File: src/design/flags_pkg.sv
package flags_pkg;
	// Flag register layout
	localparam int FLAG_WIDTH   = 8;
	localparam int BIT_IMASK    = 7;
	localparam int BIT_UBIT6    = 6;
	localparam int BIT_HALF     = 5;
	localparam int BIT_USER     = 4;
	localparam int BIT_NEG      = 3;
	localparam int BIT_ZERO     = 2;
	localparam int BIT_OVF      = 1;
	localparam int BIT_CARRY    = 0;
	localparam logic [7:0] FLAG_RESET  = 8'h80;
	// Update mask for the user bit kept by this block
	localparam logic [7:0] USER_MASK   = 8'h10;

	// Operand sizes
	typedef enum logic [2:0] {
		SZ_BIT  = 3'b000,
		SZ_BCD  = 3'b001,
		SZ_BYTE = 3'b010,
		SZ_WORD = 3'b011,
		SZ_LONG = 3'b100
	} size_t;

	// Operations
	typedef enum logic [3:0] {
		OP_NONE    = 4'h0,
		OP_ADD     = 4'h1,
		OP_SUB     = 4'h2,
		OP_ADDX    = 4'h3,
		OP_SUBX    = 4'h4,
		OP_LOGIC   = 4'h5,
		OP_SHL     = 4'h6,
		OP_SHR     = 4'h7,
		OP_DEC_ADD = 4'h8,
		OP_DEC_SUB = 4'h9,
		OP_BIT_LD  = 4'ha,
		OP_BIT_ST  = 4'hb,
		OP_BIT_AND = 4'hc,
		OP_BIT_OR  = 4'hd,
		OP_BIT_XOR = 4'he,
		OP_FLAGS   = 4'hf
	} op_t;

	// Flag-register instruction variants
	typedef enum logic [1:0] {
		FX_LOAD = 2'b00,
		FX_AND  = 2'b01,
		FX_OR   = 2'b10,
		FX_XOR  = 2'b11
	} flagop_t;
endpackage : flags_pkg

File: src/design/addr_align.sv
`timescale 1ns/1ns
// Forces even addresses for word, longword and fetch accesses
module addr_align (
	input  wire logic [15:0]   rawAddr,
	input  wire logic          wideAccess,
	input  wire logic          fetch,
	output logic      [15:0]   alignedAddr,
	output logic               oddSeen
);
	// Clear the low bit, and flag an odd wide or fetch address on oddSeen
	always_comb begin
		alignedAddr = rawAddr;
		if (wideAccess || fetch) begin
			alignedAddr[0] = 1'b0;
		end
		oddSeen = rawAddr[0] & (wideAccess | fetch);
	end
endmodule : addr_align

File: src/design/cpu_flags.sv
`timescale 1ns/1ns
// Behaviour
// [RULE1] The flag register is eight bits wide, upper bits hold mask, user and half-carry.
// [RULE2] Bit 4 is a user bit that only the flag-register instructions read and write.
// [RULE3] Bit 3 takes the top bit of the result when updated.
// [RULE4] Bit 2 is one for a zero result and zero otherwise.
// [RULE5] Bit 1 is one on signed overflow of arithmetic and zero otherwise.
// [RULE6] Bit 0 is one on a carry out of an addition and zero otherwise.
// [RULE7] Bit 0 shows a borrow out of a subtraction.
// [RULE8] Bit 0 takes the bit shifted or rotated out.
// [RULE9] Bit instructions use bit 0 as a one-bit accumulator, source and destination.
// [RULE10] Operands may be bit, packed decimal, byte, word or longword.
// [RULE11] Bit instructions pick one bit 0 to 7 of a byte and touch only it.
// [RULE12] Decimal adjust treats a byte as two packed decimal digits.
// [RULE13] Software keeps word and longword operands at even addresses.
// [RULE14] An odd word or longword address raises no error and loses its low bit.
// [RULE15] Instruction fetch addresses are aligned the same way.
// [RULE16] Software should use only word or longword stack accesses.
// [RULE17] A flag keeps its value unless its instruction updates it.
module cpu_flags (
	input  wire logic                    ref_clk,
	input  wire logic                    reset,
	input  wire logic                    opValid,
	input  wire flags_pkg::op_t          opCode,
	input  wire flags_pkg::size_t        opSize,
	input  wire logic [31:0]             operandA,
	input  wire logic [31:0]             operandB,
	input  wire logic                    rotate,
	input  wire logic [2:0]              bitSel,
	input  wire logic                    bitInvert,
	input  wire flags_pkg::flagop_t      flagOp,
	input  wire logic [7:0]              flagImm,
	input  wire logic [15:0]             rawAddr,
	input  wire logic                    wideAccess,
	input  wire logic                    fetch,
	output logic      [31:0]             result,
	output logic      [7:0]              flagRegister,
	output logic      [15:0]             memAddr,
	output logic                         oddAddr
);
	logic [31:0] next_result;
	logic [7:0]  next_flags;
	logic        writeResult;
	logic [32:0] sum;
	logic [31:0] mask;
	logic [7:0]  bcdOut;
	logic        bcdCarry;
	logic        msb;
	logic        carry;
	logic        ovf;
	logic        half;
	logic        cIn;
	logic        bitVal;

	// Sign position of an operand size
	function automatic int unsigned topBit(input flags_pkg::size_t s);
		unique case (s)
			flags_pkg::SZ_WORD: topBit = 15;
			flags_pkg::SZ_LONG: topBit = 31;
			flags_pkg::SZ_BCD:  topBit = 7;
			flags_pkg::SZ_BIT:  topBit = 7;
			flags_pkg::SZ_BYTE: topBit = 7;
			default:            topBit = 7;
		endcase
	endfunction : topBit

	// Width mask of an operand size
	function automatic logic [31:0] sizeMask(input flags_pkg::size_t s);
		unique case (s)
			flags_pkg::SZ_WORD: sizeMask = 32'h0000ffff;
			flags_pkg::SZ_LONG: sizeMask = 32'hffffffff;
			default:            sizeMask = 32'h000000ff;
		endcase
	endfunction : sizeMask

	// Alignment for operands and fetches
	addr_align alignUnit (
		.rawAddr     (rawAddr),
		.wideAccess  (wideAccess),
		.fetch       (fetch),
		.alignedAddr (memAddr),     // [RULE14] [RULE15]
		.oddSeen     (oddAddr)
	);

	// Packed decimal correction of a byte
	decimal_adjust bcdUnit (
		.value    (operandA[7:0]),
		.subtract (opCode == flags_pkg::OP_DEC_SUB),
		.carryIn  (flagRegister[flags_pkg::BIT_CARRY]),
		.halfIn   (flagRegister[flags_pkg::BIT_HALF]),
		.adjusted (bcdOut),
		.carryOut (bcdCarry)
	);

	// Datapath and flag computation
	always_comb begin
		mask = sizeMask(opSize); // [RULE10]
		next_flags = flagRegister; // [RULE17]
		next_result = result;
		writeResult = 1'b1;
		sum = 33'h0;
		carry = 1'b0;
		ovf = 1'b0;
		half = 1'b0;
		msb = 1'b0;
		bitVal = operandA[bitSel] ^ bitInvert; // [RULE11]
		cIn = ((opCode == flags_pkg::OP_ADDX) || (opCode == flags_pkg::OP_SUBX))
			? flagRegister[flags_pkg::BIT_CARRY] : 1'b0;
		unique case (opCode)
			flags_pkg::OP_ADD, flags_pkg::OP_ADDX: begin
				sum = {1'b0, operandA & mask} + {1'b0, operandB & mask} + {32'h0, cIn};
				carry = sum[topBit(opSize) + 1]; // [RULE6]
				// Carry into the low bit of the top digit of the operand
				half = sum[topBit(opSize) - 3] ^ operandA[topBit(opSize) - 3]
					^ operandB[topBit(opSize) - 3];
				ovf = (operandA[topBit(opSize)] == operandB[topBit(opSize)])
					&& (sum[topBit(opSize)] != operandA[topBit(opSize)]); // [RULE5]
				next_result = sum[31:0] & mask;
			end
			flags_pkg::OP_SUB, flags_pkg::OP_SUBX: begin
				sum = {1'b0, operandA & mask} - {1'b0, operandB & mask} - {32'h0, cIn};
				carry = sum[topBit(opSize) + 1]; // [RULE7]
				// Borrow into the low bit of the top digit of the operand
				half = sum[topBit(opSize) - 3] ^ operandA[topBit(opSize) - 3]
					^ operandB[topBit(opSize) - 3];
				ovf = (operandA[topBit(opSize)] != operandB[topBit(opSize)])
					&& (sum[topBit(opSize)] != operandA[topBit(opSize)]); // [RULE5]
				next_result = sum[31:0] & mask;
			end
			flags_pkg::OP_LOGIC: begin
				next_result = operandA & mask;
				carry = flagRegister[flags_pkg::BIT_CARRY];
			end
			flags_pkg::OP_SHL: begin
				carry = operandA[topBit(opSize)]; // [RULE8]
				next_result = ((operandA << 1) | {31'h0, rotate & carry}) & mask;
			end
			flags_pkg::OP_SHR: begin
				carry = operandA[0]; // [RULE8]
				next_result = (operandA & mask) >> 1;
				if (rotate) begin
					next_result[topBit(opSize)] = carry;
				end
			end
			flags_pkg::OP_DEC_ADD, flags_pkg::OP_DEC_SUB: begin
				next_result = {24'h0, bcdOut}; // [RULE12]
				carry = bcdCarry;
			end
			default: begin
				next_result = result;
			end
		endcase
		msb = next_result[topBit(opSize)];
		if (opValid) begin
			unique case (opCode)
				flags_pkg::OP_ADD, flags_pkg::OP_SUB, flags_pkg::OP_ADDX,
				flags_pkg::OP_SUBX, flags_pkg::OP_SHL, flags_pkg::OP_SHR,
				flags_pkg::OP_LOGIC, flags_pkg::OP_DEC_ADD,
				flags_pkg::OP_DEC_SUB: begin
					next_flags[flags_pkg::BIT_NEG] = msb; // [RULE3]
					next_flags[flags_pkg::BIT_ZERO] = (next_result == 32'h0); // [RULE4]
					next_flags[flags_pkg::BIT_OVF] = ovf; // [RULE5]
					next_flags[flags_pkg::BIT_CARRY] = carry; // [RULE6] [RULE7] [RULE8]
					if (opCode inside {flags_pkg::OP_ADD, flags_pkg::OP_SUB,
						flags_pkg::OP_ADDX, flags_pkg::OP_SUBX}) begin
						next_flags[flags_pkg::BIT_HALF] = half;
					end
				end
				flags_pkg::OP_BIT_LD: begin
					next_flags[flags_pkg::BIT_CARRY] = bitVal; // [RULE9]
					writeResult = 1'b0;
				end
				flags_pkg::OP_BIT_AND: begin
					next_flags[flags_pkg::BIT_CARRY] = flagRegister[0] & bitVal; // [RULE9]
					writeResult = 1'b0;
				end
				flags_pkg::OP_BIT_OR: begin
					next_flags[flags_pkg::BIT_CARRY] = flagRegister[0] | bitVal; // [RULE9]
					writeResult = 1'b0;
				end
				flags_pkg::OP_BIT_XOR: begin
					next_flags[flags_pkg::BIT_CARRY] = flagRegister[0] ^ bitVal; // [RULE9]
					writeResult = 1'b0;
				end
				flags_pkg::OP_BIT_ST: begin
					next_result = {24'h0, operandA[7:0]};
					next_result[bitSel] = flagRegister[0] ^ bitInvert; // [RULE9] [RULE11]
				end
				flags_pkg::OP_FLAGS: begin
					writeResult = 1'b0;
					unique case (flagOp) // [RULE2]
						flags_pkg::FX_LOAD: next_flags = flagImm;
						flags_pkg::FX_AND:  next_flags = flagRegister & flagImm;
						flags_pkg::FX_OR:   next_flags = flagRegister | flagImm;
						flags_pkg::FX_XOR:  next_flags = flagRegister ^ flagImm;
					endcase
				end
				default: begin
					writeResult = 1'b0;
				end
			endcase
		end else begin
			writeResult = 1'b0;
		end
	end

	// Flag register, reset sets the mask bit and clears all other bits
	always_ff @(posedge ref_clk) begin
		if (reset) begin
			flagRegister <= flags_pkg::FLAG_RESET; // [RULE1]
		end else begin
			flagRegister <= next_flags; // [RULE17]
		end
	end

	// Result register
	always_ff @(posedge ref_clk) begin
		if (reset) begin
			result <= 32'h0;
		end else if (writeResult) begin
			result <= next_result;
		end
	end

	// Checks
	a_zero_flag: assert property (@(posedge ref_clk) disable iff (reset) // [RULE4]
		opValid && opCode == flags_pkg::OP_ADD && opSize == flags_pkg::SZ_BYTE
		&& ((operandA[7:0] + operandB[7:0]) & 9'h0ff) == 9'h0
		|=> flagRegister[2]) else $error("zero flag not set");
	a_carry_add: assert property (@(posedge ref_clk) disable iff (reset) // [RULE6]
		opValid && opCode == flags_pkg::OP_ADD && opSize == flags_pkg::SZ_BYTE
		|=> flagRegister[0] == $past(({1'b0, operandA[7:0]} + {1'b0, operandB[7:0]}) >> 8))
		else $error("carry wrong after add");
	a_borrow_sub: assert property (@(posedge ref_clk) disable iff (reset) // [RULE7]
		opValid && opCode == flags_pkg::OP_SUB && opSize == flags_pkg::SZ_BYTE
		|=> flagRegister[0] == $past(operandA[7:0] < operandB[7:0]))
		else $error("borrow wrong after sub");
	a_shift_out: assert property (@(posedge ref_clk) disable iff (reset) // [RULE8]
		opValid && opCode == flags_pkg::OP_SHR |=> flagRegister[0] == $past(operandA[0]))
		else $error("shift carry wrong");
	a_sign_flag: assert property (@(posedge ref_clk) disable iff (reset) // [RULE3]
		opValid && opCode == flags_pkg::OP_LOGIC && opSize == flags_pkg::SZ_WORD
		|=> flagRegister[3] == $past(operandA[15])) else $error("sign flag wrong");
	a_bit_load: assert property (@(posedge ref_clk) disable iff (reset) // [RULE9]
		opValid && opCode == flags_pkg::OP_BIT_LD
		|=> flagRegister[0] == $past(operandA[bitSel] ^ bitInvert)) else $error("bit load");
	a_flags_hold: assert property (@(posedge ref_clk) disable iff (reset) // [RULE17]
		!opValid |=> $stable(flagRegister)) else $error("flags changed while idle");
	a_user_bit: assert property (@(posedge ref_clk) disable iff (reset) // [RULE2]
		opValid && opCode != flags_pkg::OP_FLAGS |=> $stable(flagRegister[4]))
		else $error("user bit touched");
	a_even_addr: assert property (@(posedge ref_clk) disable iff (reset) // [RULE14]
		(wideAccess || fetch) |-> memAddr[0] == 1'b0 && memAddr[15:1] == rawAddr[15:1])
		else $error("address not aligned");
	c_add_carry: cover property (@(posedge ref_clk) opValid && opCode == flags_pkg::OP_ADD
		##1 flagRegister[0]);
	c_odd_fetch: cover property (@(posedge ref_clk) fetch && rawAddr[0]);
	c_flag_load: cover property (@(posedge ref_clk) opValid && opCode == flags_pkg::OP_FLAGS);
	c_bit_store: cover property (@(posedge ref_clk) opValid && opCode == flags_pkg::OP_BIT_ST);
	c_dec_add: cover property (@(posedge ref_clk) opValid && opCode == flags_pkg::OP_DEC_ADD);

	// Reference sums taken straight from the operands
	logic [8:0]  byteSum;
	logic [32:0] longSum;
	assign byteSum = {1'b0, operandA[7:0]} + {1'b0, operandB[7:0]};
	assign longSum = {1'b0, operandA} + {1'b0, operandB};

	// Flags after arithmetic and shifts
	a_zero_clear: assert property (@(posedge ref_clk) disable iff (reset) // [RULE4]
		opValid && opCode == flags_pkg::OP_ADD && opSize == flags_pkg::SZ_BYTE
		&& byteSum[7:0] != 8'h00 |=> !flagRegister[flags_pkg::BIT_ZERO])
		else $error("zero flag not cleared");
	a_sign_add: assert property (@(posedge ref_clk) disable iff (reset) // [RULE3]
		opValid && opCode == flags_pkg::OP_ADD && opSize == flags_pkg::SZ_BYTE
		|=> flagRegister[flags_pkg::BIT_NEG] == $past(byteSum[7]))
		else $error("sign flag wrong after add");
	a_ovf_add: assert property (@(posedge ref_clk) disable iff (reset) // [RULE5]
		opValid && opCode == flags_pkg::OP_ADD && opSize == flags_pkg::SZ_BYTE
		|=> flagRegister[flags_pkg::BIT_OVF]
		== $past(operandA[7] == operandB[7] && byteSum[7] != operandA[7]))
		else $error("overflow wrong after add");
	a_ovf_clear: assert property (@(posedge ref_clk) disable iff (reset) // [RULE5]
		opValid && opCode inside {flags_pkg::OP_LOGIC, flags_pkg::OP_SHL, flags_pkg::OP_SHR}
		|=> !flagRegister[flags_pkg::BIT_OVF]) else $error("overflow set without arithmetic");
	a_shift_left: assert property (@(posedge ref_clk) disable iff (reset) // [RULE8]
		opValid && opCode == flags_pkg::OP_SHL && opSize == flags_pkg::SZ_BYTE
		|=> flagRegister[flags_pkg::BIT_CARRY] == $past(operandA[7]))
		else $error("left shift carry wrong");
	a_long_carry: assert property (@(posedge ref_clk) disable iff (reset) // [RULE10]
		opValid && opCode == flags_pkg::OP_ADD && opSize == flags_pkg::SZ_LONG
		|=> flagRegister[flags_pkg::BIT_CARRY] == $past(longSum[32]))
		else $error("longword carry wrong");

	// Bit instructions
	a_bit_store: assert property (@(posedge ref_clk) disable iff (reset) // [RULE9]
		opValid && opCode == flags_pkg::OP_BIT_ST
		|=> result[$past(bitSel)] == $past(flagRegister[flags_pkg::BIT_CARRY] ^ bitInvert))
		else $error("stored bit wrong");
	a_bit_keep: assert property (@(posedge ref_clk) disable iff (reset) // [RULE11]
		opValid && opCode == flags_pkg::OP_BIT_ST |=> result[31:8] == 24'h0
		&& ((result[7:0] ^ $past(operandA[7:0])) & ~(8'h01 << $past(bitSel))) == 8'h00)
		else $error("bit store touched other bits");
	a_bit_result: assert property (@(posedge ref_clk) disable iff (reset) // [RULE9]
		opValid && opCode inside {flags_pkg::OP_BIT_LD, flags_pkg::OP_BIT_AND,
		flags_pkg::OP_BIT_OR, flags_pkg::OP_BIT_XOR} |=> $stable(result))
		else $error("bit test changed result");

	// Flag instructions, idle cycles and reset
	a_flags_load: assert property (@(posedge ref_clk) disable iff (reset) // [RULE2]
		opValid && opCode == flags_pkg::OP_FLAGS && flagOp == flags_pkg::FX_LOAD
		|=> flagRegister == $past(flagImm)) else $error("flag load wrong");
	a_result_hold: assert property (@(posedge ref_clk) disable iff (reset) // [RULE17]
		!opValid |=> $stable(result)) else $error("result changed while idle");
	a_reset_value: assert property (@(posedge ref_clk) // [RULE1]
		reset |=> flagRegister == flags_pkg::FLAG_RESET && result == 32'h0)
		else $error("reset value wrong");

	// Address alignment
	a_fetch_even: assert property (@(posedge ref_clk) disable iff (reset) // [RULE15]
		fetch |-> memAddr == {rawAddr[15:1], 1'b0} && oddAddr == rawAddr[0])
		else $error("fetch address not aligned");
	a_narrow_addr: assert property (@(posedge ref_clk) disable iff (reset) // [RULE14]
		!wideAccess && !fetch |-> memAddr == rawAddr && !oddAddr)
		else $error("byte address altered");
endmodule : cpu_flags

File: src/design/decimal_adjust.sv
`timescale 1ns/1ns
// Corrects a byte holding two packed decimal digits
module decimal_adjust (
	input  wire logic [7:0] value,
	input  wire logic       subtract,
	input  wire logic       carryIn,
	input  wire logic       halfIn,
	output logic      [7:0] adjusted,
	output logic            carryOut
);
	logic [7:0] corr;
	// Correction per digit, low digit then high digit
	always_comb begin
		corr = 8'h00;
		carryOut = carryIn;
		if (!subtract) begin
			if (halfIn || value[3:0] > 4'h9) begin
				corr[3:0] = 4'h6;
			end
			if (carryIn || value > 8'h99) begin
				corr[7:4] = 4'h6;
				carryOut = 1'b1;
			end
			adjusted = value + corr;
		end else begin
			if (halfIn) begin
				corr[3:0] = 4'h6;
			end
			if (carryIn) begin
				corr[7:4] = 4'h6;
			end
			adjusted = value - corr;
		end
	end
endmodule : decimal_adjust

File: config.mk
export PLATFORM = sky130hd
export DESIGN_NAME = cpu_flags
export DESIGN_NICKNAME = d
export VERILOG_FILES = /design/src/design/flags_pkg.sv /design/src/design/addr_align.sv /design/src/design/cpu_flags.sv /design/src/design/decimal_adjust.sv
export SDC_FILE = /design/constraint.sdc
export NUM_CORES = 1
export LEC_CHECK = 0
export ABC_AREA = 1
export BUFFER_PORTS_ARGS = -buffer_cell sky130_fd_sc_hd__buf_2
export CAP_MARGIN = 20
export CORE_UTILIZATION = 60
export CTS_CLUSTER_SIZE = 40
export DETAILED_ROUTE_END_ITERATION = 16
export PLACE_DENSITY = 0.85
export SETUP_SLACK_MARGIN = 0.4
export SYNTH_ARGS = -nofsm -noshare
export SYNTH_HDL_FRONTEND = slang
export SYNTH_HIERARCHICAL = 1
export SYNTH_SLANG_ARGS = --single-unit
File: constraint.sdc
create_clock -name ref_clk -period 4.5 [get_ports ref_clk]
set_input_delay 0.675 -clock ref_clk [delete_from_list [all_inputs] [get_ports ref_clk]]
set_output_delay 0.675 -clock ref_clk [all_outputs]
set_load 0.01 [all_outputs]
==> results of run 1 <==
-- state kept, by name, indices dropped and copies added, names as in the netlist --
signal / count
result: 32
flagRegister: 8
-- what timing repair did --
item                                    CTS  global route
pin swaps                                 0             3
setup buffers                             0             2
endpoints found under the hold margin     0             0
resized for setup                         5            69
endpoints found under the setup margin    1            10
-- stage by stage --
stage / hold slack (ps) / total power, mW
final: 486.0 / 2.205
after CTS: 482.7 / 2.093
after floorplan: 495.9 / 1.321
after global routing: 490.7 / 2.356
after global placement: 461.5 / 1.722
after detailed placement: 467.9 / 1.744
-- Yosys cell counts (10+ instances only) --
master,instances,area [sq um]
nand2_1,615,2308
inv_1,397,1490
nand3_1,195,975.9
nor2_1,191,716.9
a21oi_1,134,670.6
ha_1,122,1526
o21ai_0,67,335.3
dfxtp_1,40,800.8
a221oi_1,31,271.5
nand4_1,28,175.2
or2_2,27,168.9
nor3_1,24,120.1
clkbuf_1,22,82.58
buf_4,17,127.6
nand3b_1,15,112.6
buf_2,12,60.06
o21bai_1,10,75.07
-- per-layer routing --
| layer | wire length (microns) | share of wire, % |
|---|---|---|
| met5 | 0 | 0 |
| met4 | 2868 | 6.6 |
| met3 | 5414 | 12 |
| met2 | 18940 | 43 |
| met1 | 16460 | 38 |
-- worst min-delay path by stage --
| stage | startpoint | slack [ps] | cells past startpoint | end |
|---|---|---|---|---|
| 2_1_floorplan | result[12] | 500 | 2 | result[12] |
| 3_3_place_gp | result[30] | 460 | 2 | result[30] |
| 3_5_place_dp | result[28] | 470 | 2 | result[28] |
| 4_1_cts | result[31] | 480 | 2 | result[31] |
| 5_1_grt | result[21] | 490 | 2 | result[21] |
| 6_report | result[21] | 490 | 2 | result[21] |
-- cell families (layout without fill, tap and decap cells) --
logic type | after synthesis | count (layout) | share of synthesized area (%)
adders and majority gates | 126 | 126 | 15.04
other | 0 | 2 | 0
DFF | 40 | 40 | 7.499
xor gates and xnor gates | 9 | 9 | 0.7381
and+or+nand+nor | 1113 | 1113 | 44.22
AOI/OAI and AO/OA | 283 | 283 | 15.48
buffers and inverters | 458 | 590 | 17.02
-- final cells by class --
class / count / share of cell area (%)
Sequential cell: 40 / 6.607
Tap cell: 225 / 2.323
Clock buffer: 5 / 1.032
Timing Repair Buffer: 180 / 8.621
Multi-Input combinational cell: 1531 / 68.71
Antenna cell: 2 / 0.04130
Inverter: 403 / 12.56
Clock inverter: 2 / 0.1032
-- worst max-delay path: stages --
cell	delay (ps)
buf_2	120
nor2_4	150
nand2_2	100
buf_12	170
inv_1	80
buf_4	190
nand2_1	90
inv_1	110
ha_1	290
ha_4	330
nand2_1	150
nor2_2	210
nand2_1	110
nor3_1	140
nand2_1	110
nand2_1	80
nand2_1	60
nand3_2	120
nand2_1	120
nand3_1	90
nand2_1	110
nand2_1	90
nand2_1	40
inv_1	50
nand2_1	50
nor2_1	120
nand3_1	90
a21oi_1	130
-- power groups by stage --
stage / clock network (mW) / registers (mW) / logic [mW]
2_1_floorplan: 0 / 0.402 / 0.919
3_3_place_gp: 0 / 0.400 / 1.32
3_5_place_dp: 0 / 0.400 / 1.34
4_1_cts: 0.347 / 0.393 / 1.35
5_1_grt: 0.362 / 0.395 / 1.60
6_report: 0.348 / 0.394 / 1.46
==> results by group, run 1 <==
Detailed routing
  – Vias: 14185
  – DRC Markers: 0
  – Routed WL: 43.69 mm
  – Number of detailed-route iterations in the first pass: 6
  – DR vias/cell: 5.940
  – Wire per inst: 18.29 microns
  – Number of nets with antenna violations after detailed routing: 0
  – Starting DRT DRC Count: 1568

Synthesis
  – Synth warnings: 6
  – Post-synthesis cell count: 2029
  – Ys flop type: dfxtp_1
  – Avg Cell Area, Syn: 5.263 sq um
  – Register area share after synthesis: 7.499%
  – Asr flop ratio synth: 0%
  – Netlist cell types: 47
  – Synth Register Bits: 40
  – Post-Syn Area: 10680 sq um
  – EDFF count, synth: 0
  – Net Count, Synth: 2262

CTS
  – CTS tree: yes
  – Worst skew pair latency: 280 ps
  – H-Tree Depth: 2
  – Clock buffer count from CTS: 5
  – Clk buf depth: 2
  – Post-CTS Hold Buffers: 0
  – CTS root buffer: clkbuf_16
  – Clock sinks: 40
  – Worst-path clk slew: 60 ps

Worst setup path
  – Worst Setup EP: flagRegister[2]
  – Crit path capture type: flop
  – CP Class: in2reg
  – Reg2reg path depth: 27
  – CP startpoint: opSize[0]
  – Reg2Reg Setup Slack: 610 ps
  – Reg2Reg Capture Point: flagRegister[2]
  – CP required: 4710 ps
  – Critical Path AT: 4220 ps
  – Crit-path max FO: 23
  – Startpoint types: input port
  – Reg2reg start: flagRegister[0]

Power
  – Clock Power Share: 15.8%
  – Leakage power: 6.968 nW
  – Internal Power: 1.055 mW
  – Combinational fraction of design power: 66.3%
  – Net Sw Power: 1.149 mW
  – Peak VDD IR: 234.5 uV
  – Sw Share: 52.13%
  – Reg power frac: 17.9%
  – Pwr/cell area: 181.9 nW/um^2

Run status
  – Outcome: completed

STA
  – # setup viols final: 0
  – Tcrit/Tclk final: 89.14%
  – Slew margin rel.: 25.18%
  – Hold Vio Cnt, Final: 0
  – Setup Skew: 2.785 ps
  – Worst-Margin Slew: 1118 ps
  – Max-slew violations: 0
  – PnR worst setup slack: 488.9 ps
  – Total negative setup slack: 0 ps
  – F_max: 249.3 MHz
  – Minimum period implied by the final worst setup slack: 4011 ps
  – RSZ-0062 raised after global routing: no

Layout
  – Most common cell after layout, fill and taps aside: nand2_1
  – # nets final: 2394
  – Area occupied by multi-input gates: 8327 sq um
  – FF+latch area: 800.8 sq um
  – Design area: 12120 sq um
  – Non-Filler Instances: 2388
  – Most frequent cells in the layout: nand2_1 (601), inv_1 (395), nand3_1 (190)
  – Layout area overhead: 13.49%
  – Layout cells sized above 1: 13.79%
  – Final core utilization: 69.82%
  – Fill cells: 1650

Global routing
  – Global-route wire length before repair: 66.39 mm
  – Largest net degree at the start of global routing: 37
  – Global-route track usage on met3: 10.18%
  – Met1 Resource Use GR: 56.58%
  – Total GRT Usage: 46.65%
  – Met2 usage: 74.87%
  – Grt ovf: 0
  – Vias in the first global route: 13048
  – GRT Max-Usage Layer: met2
  – Initial antenna violation count: 2

Place
  – Final RePlAce weighted congestion: 1.166
  – Dpl hpwl: 35.76 mm
  – Placed inst area: 11670 sq um
  – Pre-CTS setup slack: 12.93 ps
  – Port-buffer cells: 133
  – Inst Count DP: 2375

Floorplan
  – Die area: 18340 sq um
  – Num ports: 164
  – Chip Height: 135.4 microns
  – Core area: 17360 sq um
  – Starting Density: 61.53%
  – Die W: 135.4 microns
  – FP Rows: 48

Worst hold path
  – Min-delay worst type: reg2reg

Run
  – MaxCap Viol Count: 0
Power figures use the tool's default switching activity.
==> inputs of run 2 (changes only) <==
--- a/config.mk
+++ b/config.mk
@@ -13,6 +13,7 @@
 export DETAILED_ROUTE_END_ITERATION = 16
 export PLACE_DENSITY = 0.85
 export SETUP_SLACK_MARGIN = 0.4
+export SLEW_MARGIN = 20
 export SYNTH_ARGS = -nofsm -noshare
 export SYNTH_HDL_FRONTEND = slang
 export SYNTH_HIERARCHICAL = 1
==> constraint.sdc (replaced) <==
create_clock -name ref_clk -period 4.5 [get_ports ref_clk]
set_input_delay 0 -clock ref_clk [delete_from_list [all_inputs] [get_ports ref_clk]]
set_output_delay 0 -clock ref_clk [all_outputs]
set_load 0.01 [all_outputs]
==> results by group, run 2 (synthesis results as in run 1) <==
Run status
  – Outcome: completed

Floorplan
  – Starting Density: 61.53% (unchanged)
  – Die W: 135.4 microns (unchanged)
  – FP Rows: 48 (unchanged)
  – Num ports: 164 (unchanged)
  – Chip Height: 135.4 microns (unchanged)
  – Core area: 17360 sq um (unchanged)
  – Die area: 18340 sq um (unchanged)

Worst hold path
  – Min-delay worst type: in2out

Detailed routing
  – Starting DRT DRC Count: 1797 (+15%)
  – Vias: 14381 (+1.4%)
  – Routed WL: 45.21 mm (+3.5%)
  – Number of nets with antenna violations after detailed routing: 0 (unchanged)
  – Number of detailed-route iterations in the first pass: 7 (+1)
  – DRC Markers: 0 (unchanged)
  – DR vias/cell: 6.107 (+2.8%)
  – Wire per inst: 19.20 microns (+4.9%)

Place
  – Final RePlAce weighted congestion: 1.117 (-4.2%)
  – Dpl hpwl: 36.84 mm (+3.0%)
  – Port-buffer cells: 133 (unchanged)
  – Pre-CTS setup slack: 631.6 ps (+618.7 ps)

STA
  – Max-slew violations: 0 (unchanged)
  – Total negative setup slack: 0 ps (unchanged)
  – PnR worst setup slack: 612.6 ps (+123.8 ps)
  – Slew margin rel.: 20.74% (-4.4 points)
  – Worst-Margin Slew: 1185 ps (+66.33 ps)
  – # setup viols final: 0 (unchanged)
  – Tcrit/Tclk final: 86.39% (-2.7 points)
  – Setup Skew: 5.515 ps (+2.731 ps)
  – Hold Vio Cnt, Final: 0 (unchanged)
  – F_max: 257.2 MHz (+3.2%)
  – RSZ-0062 raised after global routing: no
  – Minimum period implied by the final worst setup slack: 3887 ps (-123.7 ps)

Layout
  – Layout area overhead: 8.822%
  – Top flop regs: result x32, flagRegister x8
  – Most common cell after layout, fill and taps aside: nand2_1
  – Layout cells sized above 1: 9.770% (-4.0 points)
  – Fill cells: 1713 (+3.8%)
  – Largest Register: result
  – Max reg flops: 32 (unchanged)
  – Most frequent cells in the layout: nand2_1 (615), inv_1 (397), nand3_1 (195)
  – # nets final: 2361 (-1.4%)

CTS
  – CTS root buffer: clkbuf_16
  – H-Tree Depth: 2 (unchanged)
  – CTS tree: yes
  – Total setup buffers inserted after CTS: 0 (unchanged)
  – Post-CTS Hold Buffers: 0 (unchanged)
  – Clk buf depth: 2 (unchanged)
  – Worst-path clk slew: 70 ps (about the same)
  – Worst skew pair latency: 290 ps (about the same)
  – Clock sinks: 40 (unchanged)
  – Clock buffer count from CTS: 5 (unchanged)

Global routing
  – Largest net degree at the start of global routing: 37 (unchanged)
  – Vias in the first global route: 13069 (+0.16%)
  – Total GRT Usage: 48.61% (+2.0 points)
  – Global-route wire length before repair: 68.82 mm (+3.7%)
  – Initial antenna violation count: 3 (+1)
  – Grt ovf: 0 (unchanged)

Power
  – Leakage power: 6.812 nW (-2.2%)
  – Internal Power: 1.072 mW (+1.6%)
  – Peak VDD IR: 151.1 uV (-36%)
  – Clock Power Share: 19.0% (+3.2 points)
  – Combinational fraction of design power: 63.4% (-2.9 points)
  – Sw Share: 51.62% (-0.51 points)
  – Pwr/cell area: 190.7 nW/um^2 (+4.8%)
  – Net Sw Power: 1.144 mW (-0.45%)
  – Reg power frac: 17.6% (-0.3 points)

Worst setup path
  – Critical Path AT: 4100 ps (-120 ps)
  – Crit-path max FO: 3 (-87%)
  – Startpoint types: flop
  – CP required: 4710 ps (about the same)
  – Crit path capture type: flop
  – CP Class: reg2reg

Run
  – MaxCap Viol Count: 0 (unchanged)
==> run 2: critical path, cell delays in order (launching register included) <==
cell,delay [ps]
dfxtp_1,350
inv_1,100
a21oi_2,220
inv_1,90
fa_1,440
fa_1,380
inv_1,70
nand2_1,70
nand2_1,90
nand2_1,100
nand2_1,100
nand2_1,160
nand2_1,130
nand2_1,140
nand2_1,110
nand3b_1,70
nand3_1,200
nand2_1,100
nand2_1,70
nand2_1,170
nand2_1,130
nand2_1,60
inv_1,50
nand2_1,50
nor2_1,90
nand3_1,110
a21oi_1,160
==> run 2: final timing paths <==
path	startpoint	cells past startpoint	end	slack, ps
worst max-delay path	flagRegister[0]	26	flagRegister[2]	610
worst min-delay path	rawAddr[1]	0	memAddr[1]	0.004
worst max register to register	flagRegister[0]	26	flagRegister[2]	610
worst min register to register	result[23]	2	result[23]	480
==> run 2: power groups by stage <==
stage          clock network [mW]  registers (mW)  logic, mW
3_5_place_dp                    0           0.395       1.34
6_report                    0.422           0.390       1.40
2_1_floorplan                   0           0.402      0.919
5_1_grt                     0.429           0.390       1.53
4_1_cts                     0.416           0.388       1.34
3_3_place_gp                    0           0.395       1.31
==> run 2: area by class of cell <==
type	count	area (sq um)	share of cell area, %
diodes	1	2.502	0.02153
clock buffers	5	125.1	1.077
clock inverters	3	46.29	0.3984
inverters	403	1518	13.06
multi-input cells	1531	8077	69.50
flip-flops and latches	40	800.8	6.891
well taps	225	281.5	2.422
repair buffers	147	770.7	6.632
==> run 2: routing by layer <==
metal	up-vias	GRT usage (%)	part of all wire (%)
li1	6651	-	-
met1	6316	57.87	36
met2	1159	78.43	43
met3	255	11.37	14
met4	0	30.90	6.9
met5	-	0	0
==> run 2: through the flow <==
step	hold slack (ps)	std cells	cell area (sq um)	utilization, %	power (mW)
2_1_floorplan	91.77	2029	10680	-	1.321
3_3_place_gp	0.06862	2346	11440	65.89	1.706
3_5_place_dp	0.06862	2346	11440	65.89	1.731
4_1_cts	0.06862	2354	11610	66.88	2.149
5_1_grt	0.01506	2354	11620	66.94	2.350
6_report	0.004441	2355	11620	66.96	2.216
==> run 2: repair_timing <==
item                                    4_1_cts  5_1_grt
endpoints found under the setup margin        0        1
resized for setup                             0        3
endpoints found under the hold margin         0        0
==> inputs of run 3 (changes only) <==
==> constraint.sdc (replaced) <==
create_clock -name ref_clk -period 4.2 [get_ports ref_clk]
set_input_delay 0 -clock ref_clk [delete_from_list [all_inputs] [get_ports ref_clk]]
set_output_delay 0 -clock ref_clk [all_outputs]
set_load 0.01 [all_outputs]
==> results by group, run 3 (synthesis results as in run 1) <==
CTS
  – Clk buf depth: 2 (unchanged)
  – Worst skew pair latency: 290 ps (about the same)
  – CTS root buffer: clkbuf_16
  – Post-CTS Hold Buffers: 0 (unchanged)
  – CTS tree: yes
  – Worst-path clk slew: 70 ps (about the same)
  – Clock buffer count from CTS: 5 (unchanged)
  – H-Tree Depth: 2 (unchanged)
  – Clock sinks: 40 (unchanged)

STA
  – Tcrit/Tclk final: 89.36%
  – Max-slew violations: 0 (unchanged)
  – # setup viols final: 0 (unchanged)
  – Hold Vio Cnt, Final: 0 (unchanged)
  – Setup Skew: 3.770 ps (-1.746 ps)
  – F_max: 266.4 MHz
  – Total negative setup slack: 0 ps (unchanged)
  – Final hold slack: 0.002824 ps (-0.001616 ps)
  – Worst-Margin Slew: 1137 ps (-47.44 ps)
  – Minimum period implied by the final worst setup slack: 3753 ps
  – Slew margin rel.: 23.91% (+3.2 points)
  – RSZ-0062 raised after global routing: no

Floorplan
  – FP Rows: 48 (unchanged)
  – Core area: 17360 sq um (unchanged)
  – Num ports: 164 (unchanged)
  – Die W: 135.4 microns (unchanged)
  – Die area: 18340 sq um (unchanged)
  – Starting Density: 61.53% (unchanged)
  – Chip Height: 135.4 microns (unchanged)

Worst setup path
  – Startpoint types: input port
  – Crit-path max FO: 15 (+12)
  – CP required: 4420 ps (-290 ps)
  – Crit path capture type: flop
  – CP Class: in2reg
  – Critical Path AT: 3970 ps (-130 ps)

Power
  – Peak VDD IR: 214.6 uV (+42%)
  – Pwr/cell area: 203.3 nW/um^2 (+6.6%)
  – Leakage power: 6.835 nW (+0.35%)

Run
  – MaxCap Viol Count: 0 (unchanged)

Layout
  – # nets final: 2365 (+0.17%)
  – Final core utilization: 67.56% (+0.61 points)
  – Most common cell after layout, fill and taps aside: nand2_1
  – Layout area overhead: 9.806%
  – Top flop regs: result x32, flagRegister x8
  – Design area: 11730 sq um (+0.90%)
  – Layout cells sized above 1: 10.74% (+0.97 points)
  – Fill cells: 1727 (+0.82%)
  – Most frequent cells in the layout: nand2_1 (608), inv_1 (396), nand3_1 (192)
  – Largest Register: result
  – Max reg flops: 32 (unchanged)
  – Non-Filler Instances: 2359 (+0.17%)

Detailed routing
  – DRC Markers: 0 (unchanged)
  – Vias: 14308 (-0.51%)
  – Wire per inst: 19.05 microns (-0.78%)
  – DR vias/cell: 6.065 (-0.68%)
  – Number of nets with antenna violations after detailed routing: 0 (unchanged)
  – Routed WL: 44.94 mm (-0.61%)
  – Number of detailed-route iterations in the first pass: 7 (unchanged)
  – Starting DRT DRC Count: 1746 (-2.8%)

Place
  – Placed inst area: 11460 sq um (+0.20%)
  – Inst Count DP: 2349 (+0.13%)
  – Dpl hpwl: 36.40 mm (-1.2%)
  – Final RePlAce weighted congestion: 1.127 (+0.90%)
  – Port-buffer cells: 133 (unchanged)

Worst hold path
  – Min-delay worst type: in2out

Global routing
  – Met2 usage: 75.61% (-2.8 points)
  – Initial antenna violation count: 2 (-1)
  – Vias in the first global route: 13195 (+0.96%)
  – GRT Max-Usage Layer: met2
  – Largest net degree at the start of global routing: 41 (+11%)
  – Grt ovf: 0 (unchanged)
  – Met1 Resource Use GR: 57.95% (+0.078 points)
  – Total GRT Usage: 48.53% (-0.084 points)
  – Global-route wire length before repair: 68.81 mm (about the same)
  – Global-route track usage on met3: 13.51% (+2.1 points)

Run status
  – Outcome: completed
run 3: per-stage QoR:
stage                     total power, mW  setup slack, ps
after global placement              1.825            218.3
after detailed placement            1.843            179.9
after floorplan                     1.415             1079
final                               2.384            446.8
after global routing                2.538            347.5
after CTS                           2.299            405.8
run 3: report_power, final:
group	internal [mW]	switching [mW]
sequential	0.399	0.0220
combinational	0.474	1.03
clock	0.283	0.176
run 3: what timing repair did:
| item | 4_1_cts | 5_1_grt |
|---|---|---|
| endpoints found under the setup margin | 3 | 6 |
| pin swaps | 0 | 1 |
| gates resized for setup | 2 | 24 |
| setup buffers | 0 | 1 |
| endpoints found under the hold margin | 0 | 0 |
run 3: worst paths after layout:
kind / endpoint / cells after the start / slack [ps] / start
setup / recovery: flagRegister[2] / 22 / 450 / opSize[0]
hold / removal: memAddr[3] / 0 / 0.003 / rawAddr[3]
setup reg to reg: flagRegister[2] / 24 / 510 / flagRegister[0]
hold reg to reg: result[27] / 2 / 480 / result[27]
run 3: cell type report:
class                           count  area (sq um)  share of cell area, %
Clock inverter                      3         46.29                 0.3948
Tap cell                          225         281.5                  2.401
Antenna cell                        1         2.502                0.02134
Inverter                          403          1518                  12.94
Sequential cell                    40         804.5                  6.861
Multi-Input combinational cell   1531          8144                  69.45
Clock buffer                        5         125.1                  1.067
Timing Repair Buffer              151         804.5                  6.861
run 3: worst max-delay path, cell delays in order:
cell and delay [ps]:
buf_2 130, nor2_2 190, nand2_2 140, nand2_2 100, inv_2 130, nor2_1 340
ha_1 390, a21oi_1 310, inv_1 70, a21oi_1 410, o21ai_0 340, nand2_1 230
nand3_1 90, nand2_1 80, nand3_1 70, nand3_1 120, nand2_1 200, nand2_1 140
nand3_1 120, nor2_1 120, nand3_1 100, a21oi_1 140
run 3: metal layers:
layer / vias up / part of all wire [%]
li1: 6644 / -
met1: 6349 / 36
met3: 236 / 14
met5: - / 0
met4: 0 / 7.4
met2: 1079 / 43
